===== src/logic/rx_pkg.sv =====
package rx_pkg;

	// ****************************************************************
	// Register map (byte addresses, one 32-bit word each)
	// ****************************************************************
	localparam logic [7:0] OFF_CTRL = 8'h00;
	localparam logic [7:0] OFF_BAUD = 8'h04;
	localparam logic [7:0] OFF_STATUS = 8'h08;
	localparam logic [7:0] OFF_DATA = 8'h0C;

	// ****************************************************************
	// Field positions and widths
	// ****************************************************************
	localparam int CTRL_EN_BIT = 0;
	localparam int CTRL_DS_BIT = 1;
	localparam int CTRL_LEN_LSB = 4;
	localparam int LEN_W = 4;
	localparam int BAUD_W = 12;
	localparam int STAT_COMPLETE_BIT = 0;
	localparam int STAT_FERR_BIT = 1;
	localparam int STAT_OVR_BIT = 2;
	localparam int DATA_W = 10;

	// ****************************************************************
	// Reset values
	// ****************************************************************
	localparam logic [7:0] CTRL_RESET = 8'h80;
	localparam logic [BAUD_W-1:0] BAUD_RESET = 12'h000;

	// ****************************************************************
	// Sampling figures
	// ****************************************************************
	localparam logic [4:0] SPB_NORMAL = 5'h10;
	localparam logic [4:0] SPB_DOUBLE = 5'h08;
	localparam logic [4:0] VOTE_FIRST_NORMAL = 5'h08;
	localparam logic [4:0] VOTE_FIRST_DOUBLE = 5'h04;
	localparam logic [4:0] DS_STOP_EXTRA = 5'h01;
	localparam logic [3:0] LEN_MIN = 4'h5;
	localparam logic [3:0] LEN_MAX = 4'hA;

	// ****************************************************************
	// Types
	// ****************************************************************
	typedef enum logic [1:0] {
		ST_IDLE = 2'b00,
		ST_START = 2'b01,
		ST_DATA = 2'b10,
		ST_STOP = 2'b11
	} rx_state_t;

	typedef struct packed {
		logic ferr;
		logic [DATA_W-1:0] data;
	} rx_word_t;

endpackage


===== src/logic/serial_rx.sv =====
// Added by the designer: the APB interface to the registers and the placing of the registers.
`timescale 1ns/1ps
module serial_rx (
	input wire logic MCLK_I,
	input wire logic SYS_RST_I,
	input wire logic PSEL_I,
	input wire logic PENABLE_I,
	input wire logic PWRITE_I,
	input wire logic [7:0] PADDR_I,
	input wire logic [31:0] PWDATA_I,
	output logic [31:0] PRDATA_O,
	output logic PREADY_O,
	output logic PSLVERR_O,
	input wire logic RXD_I,
	output logic RX_PIN_OWN_O,
	output logic RX_COMPLETE_O
);

	// ****************************************************************
	// Helpers
	// ****************************************************************
	function automatic logic maj3(input logic a, input logic b, input logic c);
		return (a & b) | (a & c) | (b & c);
	endfunction

	function automatic logic [3:0] clamp_len(input logic [3:0] l);
		if (l < rx_pkg::LEN_MIN) begin
			return rx_pkg::LEN_MIN;
		end
		if (l > rx_pkg::LEN_MAX) begin
			return rx_pkg::LEN_MAX;
		end
		return l;
	endfunction

	// ****************************************************************
	// Registers and bus decode
	// ****************************************************************
	logic [7:0] ctrl;
	logic [rx_pkg::BAUD_W-1:0] baud_div;
	logic overrun;
	logic en;
	logic ds;
	logic [3:0] len;
	logic setup_rd;
	logic access;
	logic wr_acc;
	logic mapped;
	logic pop;
	logic ovr_set;

	assign en = ctrl[rx_pkg::CTRL_EN_BIT];
	assign ds = ctrl[rx_pkg::CTRL_DS_BIT];
	assign len = clamp_len(ctrl[rx_pkg::CTRL_LEN_LSB +: rx_pkg::LEN_W]);
	assign mapped = (PADDR_I == rx_pkg::OFF_CTRL) || (PADDR_I == rx_pkg::OFF_BAUD) ||
		(PADDR_I == rx_pkg::OFF_STATUS) || (PADDR_I == rx_pkg::OFF_DATA);
	assign setup_rd = PSEL_I && !PENABLE_I && !PWRITE_I;
	assign access = PSEL_I && PENABLE_I;
	assign wr_acc = access && PWRITE_I;
	assign PREADY_O = access;
	assign PSLVERR_O = access && !mapped;
	// The receiver owns the pin only while enabled.
	assign RX_PIN_OWN_O = en;

	always_ff @(posedge MCLK_I) begin
		if (SYS_RST_I) begin
			ctrl <= rx_pkg::CTRL_RESET;
			baud_div <= rx_pkg::BAUD_RESET;
		end else if (wr_acc && PADDR_I == rx_pkg::OFF_CTRL) begin
			ctrl <= PWDATA_I[7:0];
		end else if (wr_acc && PADDR_I == rx_pkg::OFF_BAUD) begin
			baud_div <= PWDATA_I[rx_pkg::BAUD_W-1:0];
		end
	end

	// ****************************************************************
	// Input synchroniser and sample tick
	// ****************************************************************
	logic rxd_meta;
	logic rxd_s;
	logic [rx_pkg::BAUD_W-1:0] baud_cnt;
	logic tick;

	always_ff @(posedge MCLK_I) begin
		rxd_meta <= RXD_I;
		rxd_s <= rxd_meta;
	end

	// One tick per sample: the divisor sets the 16x or 8x sample rate.
	assign tick = en && (baud_cnt == '0);

	always_ff @(posedge MCLK_I) begin
		if (SYS_RST_I || !en || tick) begin
			baud_cnt <= baud_div;
		end else begin
			baud_cnt <= baud_cnt - 1'b1;
		end
	end

	// ****************************************************************
	// Clock and data recovery
	// ****************************************************************
	rx_pkg::rx_state_t state;
	logic [4:0] cnt;
	logic [4:0] num;
	logic [4:0] spb;
	logic [4:0] vfirst;
	logic [4:0] stop_end;
	logic [1:0] votes;
	logic prev_smp;
	logic vote_now;
	logic bit_val;
	logic stop_bit;
	logic [3:0] bit_idx;
	logic [rx_pkg::DATA_W-1:0] shreg;
	logic frame_done;
	rx_pkg::rx_word_t done_word;

	assign spb = ds ? rx_pkg::SPB_DOUBLE : rx_pkg::SPB_NORMAL;
	assign vfirst = ds ? rx_pkg::VOTE_FIRST_DOUBLE : rx_pkg::VOTE_FIRST_NORMAL;
	// Double speed rearms one sample after the last vote of the stop bit.
	assign stop_end = ds ? vfirst + 5'h02 + rx_pkg::DS_STOP_EXTRA : vfirst + 5'h02;
	assign num = (cnt == spb) ? 5'h01 : cnt + 5'h01;
	assign vote_now = tick && (state != rx_pkg::ST_IDLE) && (num == vfirst + 5'h02);
	assign bit_val = maj3(votes[1], votes[0], rxd_s);
	assign frame_done = tick && (state == rx_pkg::ST_STOP) && (num == stop_end);

	always_comb begin
		done_word.data = shreg >> (4'hA - len);
		done_word.ferr = (num == vfirst + 5'h02) ? !bit_val : !stop_bit;
	end

	always_ff @(posedge MCLK_I) begin
		if (SYS_RST_I || !en) begin
			prev_smp <= 1'b1;
		end else if (tick) begin
			prev_smp <= rxd_s;
		end
	end

	always_ff @(posedge MCLK_I) begin
		if (tick && (num == vfirst || num == vfirst + 5'h01)) begin
			votes <= {votes[0], rxd_s};
		end
	end

	always_ff @(posedge MCLK_I) begin
		if (SYS_RST_I || !en) begin
			state <= rx_pkg::ST_IDLE;
			cnt <= 5'h00;
			bit_idx <= 4'h0;
			stop_bit <= 1'b1;
		end else if (tick) begin
			case (state)
				rx_pkg::ST_IDLE: begin
					if (prev_smp && !rxd_s) begin
						state <= rx_pkg::ST_START;
						cnt <= 5'h01;
					end
				end
				rx_pkg::ST_START: begin
					cnt <= num;
					if (vote_now && bit_val) begin
						state <= rx_pkg::ST_IDLE;
					end else if (num == spb) begin
						state <= rx_pkg::ST_DATA;
						bit_idx <= 4'h0;
					end
				end
				rx_pkg::ST_DATA: begin
					cnt <= num;
					if (num == spb) begin
						if (bit_idx == len - 4'h1) begin
							state <= rx_pkg::ST_STOP;
						end else begin
							bit_idx <= bit_idx + 4'h1;
						end
					end
				end
				rx_pkg::ST_STOP: begin
					cnt <= num;
					if (vote_now) begin
						stop_bit <= bit_val;
					end
					// Only the first stop bit is looked at; the line then rearms.
					if (num == stop_end) begin
						state <= rx_pkg::ST_IDLE;
					end
				end
				default: begin
					state <= rx_pkg::ST_IDLE;
				end
			endcase
		end
	end

	always_ff @(posedge MCLK_I) begin
		if (vote_now && state == rx_pkg::ST_DATA) begin
			shreg <= {bit_val, shreg[rx_pkg::DATA_W-1:1]};
		end
	end

	// ****************************************************************
	// Shift-register hold and two-entry buffer
	// ****************************************************************
	logic pend_valid;
	rx_pkg::rx_word_t pend;
	logic push;
	logic buf_ready;
	rx_pkg::rx_word_t mem [0:1];
	logic wr_ptr;
	logic rd_ptr;
	logic [1:0] count;

	// The pending word waits in the shift stage while the buffer is full.
	assign buf_ready = (count != 2'h2);
	assign push = pend_valid && buf_ready;
	assign pop = access && !PWRITE_I && (PADDR_I == rx_pkg::OFF_DATA) && (count != 2'h0);
	assign ovr_set = frame_done && pend_valid && !push;
	assign RX_COMPLETE_O = (count != 2'h0);

	always_ff @(posedge MCLK_I) begin
		if (SYS_RST_I || !en) begin
			pend_valid <= 1'b0;
		end else if (frame_done && !ovr_set) begin
			pend_valid <= 1'b1;
			pend <= done_word;
		end else if (push) begin
			pend_valid <= 1'b0;
		end
	end

	always_ff @(posedge MCLK_I) begin
		if (push) begin
			mem[wr_ptr] <= pend;
		end
	end

	always_ff @(posedge MCLK_I) begin
		if (SYS_RST_I || !en) begin
			wr_ptr <= 1'b0;
			rd_ptr <= 1'b0;
			count <= 2'h0;
		end else begin
			if (push) begin
				wr_ptr <= !wr_ptr;
			end
			if (pop) begin
				rd_ptr <= !rd_ptr;
			end
			count <= count + {1'b0, push} - {1'b0, pop};
		end
	end

	// Overrun is sticky; a new loss in the clearing cycle wins over the clear.
	always_ff @(posedge MCLK_I) begin
		if (SYS_RST_I) begin
			overrun <= 1'b0;
		end else if (ovr_set) begin
			overrun <= 1'b1;
		end else if (wr_acc && PADDR_I == rx_pkg::OFF_STATUS &&
			PWDATA_I[rx_pkg::STAT_OVR_BIT]) begin
			overrun <= 1'b0;
		end
	end

	// ****************************************************************
	// Read data, captured in the setup cycle
	// ****************************************************************
	always_ff @(posedge MCLK_I) begin
		if (SYS_RST_I) begin
			PRDATA_O <= 32'h0000_0000;
		end else if (setup_rd) begin
			PRDATA_O <= 32'h0000_0000;
			case (PADDR_I)
				rx_pkg::OFF_CTRL: begin
					PRDATA_O[7:0] <= ctrl;
				end
				rx_pkg::OFF_BAUD: begin
					PRDATA_O[rx_pkg::BAUD_W-1:0] <= baud_div;
				end
				rx_pkg::OFF_STATUS: begin
					PRDATA_O[rx_pkg::STAT_COMPLETE_BIT] <= (count != 2'h0);
					PRDATA_O[rx_pkg::STAT_FERR_BIT] <= (count != 2'h0) && mem[rd_ptr].ferr;
					PRDATA_O[rx_pkg::STAT_OVR_BIT] <= overrun;
				end
				rx_pkg::OFF_DATA: begin
					if (count != 2'h0) begin
						PRDATA_O[rx_pkg::DATA_W-1:0] <= mem[rd_ptr].data;
					end
				end
				default: begin
					PRDATA_O <= 32'h0000_0000;
				end
			endcase
		end
	end
endmodule


===== config.mk =====
export PLATFORM = sky130hd
export DESIGN_NAME = serial_rx
export DESIGN_NICKNAME = d
export VERILOG_FILES = /design/src/logic/rx_pkg.sv /design/src/logic/serial_rx.sv
export SDC_FILE = /design/constraint.sdc
export NUM_CORES = 1
export LEC_CHECK = 0
export BUFFER_PORTS_ARGS = -buffer_cell sky130_fd_sc_hd__clkbuf_2
export CAP_MARGIN = 10
export CORE_MARGIN = 5
export CORE_UTILIZATION = 50
export CTS_CLUSTER_SIZE = 24
export DETAILED_ROUTE_END_ITERATION = 8
export PLACE_DENSITY = 0.84
export SETUP_SLACK_MARGIN = 0.2
export SKIP_LAST_GASP = 1
export SLEW_MARGIN = 25
export SYNTH_ARGS = -nofsm -noshare
export SYNTH_HDL_FRONTEND = slang
export SYNTH_SLANG_ARGS = --single-unit

===== constraint.sdc =====
create_clock -name MCLK_I -period 4.9 [get_ports MCLK_I]
set_input_delay 0.735 -clock MCLK_I [delete_from_list [all_inputs] [get_ports MCLK_I]]
set_output_delay 0.735 -clock MCLK_I [all_outputs]
set_load 0.005 [all_outputs]

**Word-level counts from Yosys, hierarchy flattened**

Memories as Yosys holds them, arrays and structs flattened. A register that Yosys moved wholly into a read port is not among the register bits.
Cells that the tools add are included.

- Add/subtract/negate cells: 10
- $lt $le $gt $ge: 2
- Equality and inequality tests: 22
- Shift-type cells: 1
- Muxes and demuxes: 40
- Bitwise operators: 7
- Reduce and logical (&&, ||, !) cells: 58

Operators with widths:

| kind | number |
|---|---|
| 4-bit two-way mux | 9 |
| 1-bit logical AND | 26 |
| 5-bit equality test | 5 |
| 5-bit two-way mux | 4 |
| 8-bit by 4-bit equality test with 1-bit output (second input constant) | 2 |
| 5-bit one-hot mux with 3 select lines | 1 |
| 2-bit two-way mux | 7 |
| 2-bit inequality test (second input constant) | 7 |
| 12-bit zero test | 1 |
| 1-bit two-way mux | 12 |
| 12-bit two-way mux | 1 |
| 3-bit one-hot mux with 4 select lines | 1 |
| 6-bit AND reduction | 2 |
| 12-bit by 1-bit subtractor with 12-bit output (second input constant) | 1 |
| 1-bit zero test | 11 |
| 5-bit by 1-bit adder with 5-bit output (second input constant) | 2 |
| 10-bit two-way mux | 1 |
| 5-bit one-hot mux with 2 select lines | 1 |
| 2-bit nonzero test | 5 |
| 10-bit by 4-bit right shift with 10-bit output | 1 |
| 8-bit by 3-bit equality test with 1-bit output (second input constant) | 1 |
| 8-bit zero test | 1 |
| 2-bit one-hot mux with 4 select lines | 1 |
| 4-bit one-hot mux with 2 select lines | 1 |
| 24 further kinds | 36 |

- Flip-flop bits (word level): 88
- RAM bits: 22
- Bits of input ports: 46
- Output and inout port bits: 36
- Word-level logic and storage cells: 161
- Memories: 1

Memory list:

| memory | words | width | read ports | clocked after Yosys merged registers in | write ports | line | source |
|---|---|---|---|---|---|---|---|
| mem | 2 | 11 | 1 | 1 | 1 | serial_rx.sv:210 | `rx_pkg::rx_word_t mem [0:1];` |

**Logic depth before layout (Yosys ltp)**

- Depth after elaboration: 11
- Depth in mapped cells: 11
- Depth with buffers taken out: 10

**Least setup slack after synthesis**

OpenSTA, ideal clock, no wires.

- Kind: register to register
- From: reg cnt[0]
- To: reg shreg[0] (netlist name) (enable)
- Library setup time: 0.390 ns
- Arrival: 2.425 ns
- Required time: 4.510 ns
- Path slack: 2.086 ns
- Cell stages (with the launch flop): 7
- Path buffers: 1
- Period minus slack after synthesis: 2.814 ns
- Cells stage by stage: dfxtp_1 > ha_1 > clkbuf_1 > or4b_2 > o211ai_1 > nand3_1 > nor3_1

- Cells in the longest elaborated chain, start to end: 5
- Elaborated cells between the ends (all ways): 6
- Classes of those cells: 1 x add/sub; 2 x eq/ne; 1 x mux; 2 x reduce/logical

RTL lines:

| item | line | source |
|---|---|---|
| from (decl) | serial_rx.sv:104 | `logic [4:0] cnt;` |
| from (signal assigned) | serial_rx.sv:162 | `cnt <= num;` |
| from (signal assigned) | serial_rx.sv:171 | `cnt <= num;` |
| from (signal assigned) | serial_rx.sv:181 | `cnt <= num;` |
| 5-bit by 1-bit adder with 5-bit output / 5-bit equality test (equally long branches) | serial_rx.sv:123 | `assign num = (cnt == spb) ? 5'h01 : cnt + 5'h01;` |
| 5-bit two-way mux * | serial_rx.sv:123 |  |
| 5-bit equality test * | serial_rx.sv:124 | `assign vote_now = tick && (state != rx_pkg::ST_IDLE) && (num == vfirst + 5'h02);` |
| 1-bit logical AND * | serial_rx.sv:124 |  |
| 1-bit logical AND * | serial_rx.sv:198 | `if (vote_now && state == rx_pkg::ST_DATA) begin` |
| to (signal assigned) | serial_rx.sv:199 | `shreg <= {bit_val, shreg[rx_pkg::DATA_W-1:1]};` |
| to (decl) | serial_rx.sv:115 | `logic [rx_pkg::DATA_W-1:0] shreg;` |

Every way passes the cells marked *; elsewhere a longest branch is shown, timed or not.
A chain may end at the register's enable or synchronous reset.

**Worst setup path in the final report**

- From: reg baud_cnt[4] (netlist name)
- To: reg pend[4] (netlist name) (enable)

- Cells in the longest elaborated chain, start to end: 9

RTL lines:

| item | line | source |
|---|---|---|
| from (decl) | serial_rx.sv:81 | `logic [rx_pkg::BAUD_W-1:0] baud_cnt;` |
| from (signal assigned) | serial_rx.sv:94 | `baud_cnt <= baud_div;` |
| from (signal assigned) | serial_rx.sv:96 | `baud_cnt <= baud_cnt - 1'b1;` |
| 12-bit zero test * | serial_rx.sv:90 | `assign tick = en && (baud_cnt == '0);` |
| 1-bit logical AND * | serial_rx.sv:90 |  |
| 1-bit logical AND * (2 in series) | serial_rx.sv:126 | `assign frame_done = tick && (state == rx_pkg::ST_STOP) && (num == stop_end);` |
| 1-bit logical AND (2 in series) | serial_rx.sv:219 | `assign ovr_set = frame_done && pend_valid && !push;` |
| 1-bit zero test | serial_rx.sv:225 | `end else if (frame_done && !ovr_set) begin` |
| 1-bit logical AND * | serial_rx.sv:225 |  |
| 2-bit AND reduction (no line) * | - |  |
| to (signal assigned) | serial_rx.sv:227 | `pend <= done_word;` |
| to (decl) | serial_rx.sv:207 | `rx_pkg::rx_word_t pend;` |

Marks and branches as above.

==> summary.txt <==
Yosys
  • Synth Flop Type: dfxtp_1
  • Commonest cells in the netlist: 71 x nor2_1, 66 x dfxtp_1, 49 x nand2_1
  • Ranking of synthesized cells by area: edfxtp_1 25%, dfxtp_1 24%, mux2i_1 8.2%
  • Post-synth top area cell: edfxtp_1
  • Register area share after synthesis: 49.5%
  • #FFs+latches synth: ~110
  • Most frequent cell after synthesis: nor2_1
  • Number of distinct library cells after synthesis: 59
  • Post-synth top area share: 25.0%
  • Post-Synthesis Cells: between 500 and 600
  • Ys Warns: 0
  • Synth async-reset ratio: 0%
  • Post-synthesis area per instance: 9.81 um^2
  • Number of synthesized flops with an enable pin: 45
  • Synthesized cell area: 5400 um^2

Setup path
  • Crit end category: register
  • Crit path DAT: 3.35 ns
  • Worst r2r path cells: 5
  • Worst Path Max Fanout: 13
  • Crit Path Class: reg2reg
  • CP Data Required Time: 4.92 ns
  • CP cell instances: nor4_1, nor4b_4, nand3_1, or2_2, nor2_1
  • Crit-path max cell delay: about 0.71 ns
  • Crit path max-delay cell type: nor4b_4
  • CP startpoint kind: register

Power
  • Leak: about 2.4 nW
  • VDD IR-drop max: 0.156 mV
  • PD cells: roughly 260 nW/um^2

Routing
  • Final ANT Viol Nets: 0
  • Per-cell routed wire length: 15.3 um
  • Drt initial violations: 431
  • DRC: 0
  • Wirelength, routed: around 11000 um
  • DR vias: about 4000
  • Vias/cell: between 5 and 6
  • Router iterations before antenna repair: 5

Placed design
  • Count of input and output buffers: 41
  • Hpwl dp: 8140 um
  • Gpl congestion: 0.882

Timing
  • Final min period: about 3.3 ns
  • Rel. slew slack: 41.7%
  • Fin crit share: approximately two thirds
  • Post-route clock skew: around 0.015 ns
  • Final setup viols: 0
  • Final Hold Vio Count: 0
  • Setup TNS: 0 ns
  • RSZ-0062 raised after global routing: no
  • WHS: 0.341 ns
  • Pins over their slew limit: 0
  • Worst-Margin Slew: between 0.8 and 0.9 ns
  • Fmax: about 300 MHz

Finish
  • Antenna Cells: 0
  • Final #Nets: 633
  • Synthesis-to-layout area growth: 7.77%
  • Share of layout cells above drive strength 1: 12.9%
  • Core Util, Final: 54.4%

Global routing
  • Largest net degree at the start of global routing: 33
  • First-pass GRT wire length: 18000 um
  • Vias in the first global route: 3844
  • GRT Residual Overflow: 0
  • GRT Total Usage: 17.0%
  • Initial antenna violation count: 0

CTS
  • CTS HTree Levels: 3
  • CTS resizes: 0
  • Clock Latency Late Sink: 0.39 ns
  • Root Buffer: clkbuf_8
  • Longest Clk Path Bufs: 2
  • CTS clock-pin slew for the worst setup and hold paths: around 0.12 ns
  • Setup Fix Bufs, Post-CTS: 0
  • Hold buffers post-CTS: 0
  • Clock Sink Count: 111
  • TritonCTS clock tree: built
  • CTS buffer count: 9

Flow run
  • Max Cap Violations: 0

Die
  • Die Area: 13000 um^2
  • Die width: 114 um
  • Die height: 114 um
  • Initial Util: 50.4%
  • Number of cell rows: 38
  • Core area: about 11000 um^2
  • Top Ports: 82

Min path
  • Hold path cells: 0
  • Worst hold path type: reg2reg

Status
  • Status: finished, final reports clean
-- critical path, delay by kind of cell (launching register included) --
family | cells | cell delay [ns]
simple gates | 5 | 2.62
flops | 1 | 0.34
-- power breakdown --
group | switching (mW) | internal [mW]
registers | 0.00155 | 0.955
clock network | 0.332 | 0.212
logic | 0.0240 | 0.0135
total | 0.358 | 1.18
-- per-stage QoR --
stage | power [mW] | instances | worst slack [ns] | area [um^2]
after floorplan | 1.01 | 569 | 2.09 | 5470
after global placement | 1.01 | 706 | 1.49 | 5610
after detailed placement | 1.01 | 706 | 1.62 | 5610
after CTS | 1.54 | 722 | 1.58 | 5810
after global routing | 1.59 | 722 | 1.28 | 5810
final | 1.54 | 722 | 1.56 | 5810
-- flip-flops by register name (all words and copies together), names as in the netlist, 2 cells and up, named ones only --
register  count
cnt           5
votes         2
ctrl          8
mem          22
pend         11
baud_div     12
baud_cnt     12
shreg        10
PRDATA_O     12
bit_idx       4
count         2
-- layer usage --
| layer | routed length [um] | share of wire (%) | GRT usage (%) | up-vias |
|---|---|---|---|---|
| met5 | 0 | 0 | 0 | - |
| met4 | 301 | 2.7 | 7.44 | 0 |
| met3 | 833 | 7.5 | 3.61 | 28 |
| met2 | 5300 | 48 | 28.7 | 173 |
| met1 | 4610 | 42 | 20.9 | 1913 |
| li1 | - | - | - | 1966 |
-- layout by cell type, fill, tap and decap left out, drive strengths merged, types with 6 or more instances in the layout --
master  count
a22oi       7
o211ai      8
mux2i      44
a21oi      32
nand2      49
nand2b      6
dfxtp      66
and2        7
edfxtp     45
clkbuf     51
conb       20
nand4       6
xor2        8
xnor2      11
nor3        8
nor2       71
ha         10
nand3      17
inv        17
o21ai      25
-- worst paths after layout --
| check | from | to | slack, ns |
|---|---|---|---|
| worst max-delay path | baud_cnt[4] | pend[4] | 1.56 |
| worst min-delay path | rxd_meta | rxd_s | 0.34 |
| worst max register to register | baud_cnt[4] | pend[4] | 1.56 |
| worst min register to register | rxd_meta | rxd_s | 0.34 |
-- logic make-up (layout without fill, tap and decap cells) --
kind of cell | after synthesis | count (layout) | synth area share, %
DFF | 111 | 111 | 49.5
buffers and inverters | 60 | 73 | 5.64
adders and majority gates | 11 | 11 | 2.50
muxes | 47 | 47 | 9.00
AOI/OAI and AO/OA | 102 | 102 | 12.3
xor gates and xnor gates | 19 | 19 | 3.08
and+or+nand+nor | 199 | 199 | 17.9
other | 1 | 20 | 0.0695
-- layout make-up --
class	instances	area (um^2)
Clock buffer	10	138
Fill cell	908	4880
Tap cell	140	175
Timing Repair Buffer	43	220
Multi-Input combinational cell	398	2490
Inverter	14	52.6
Sequential cell	111	2670
Clock inverter	6	62.6
No activity file was read; power rests on OpenSTA's default activity.
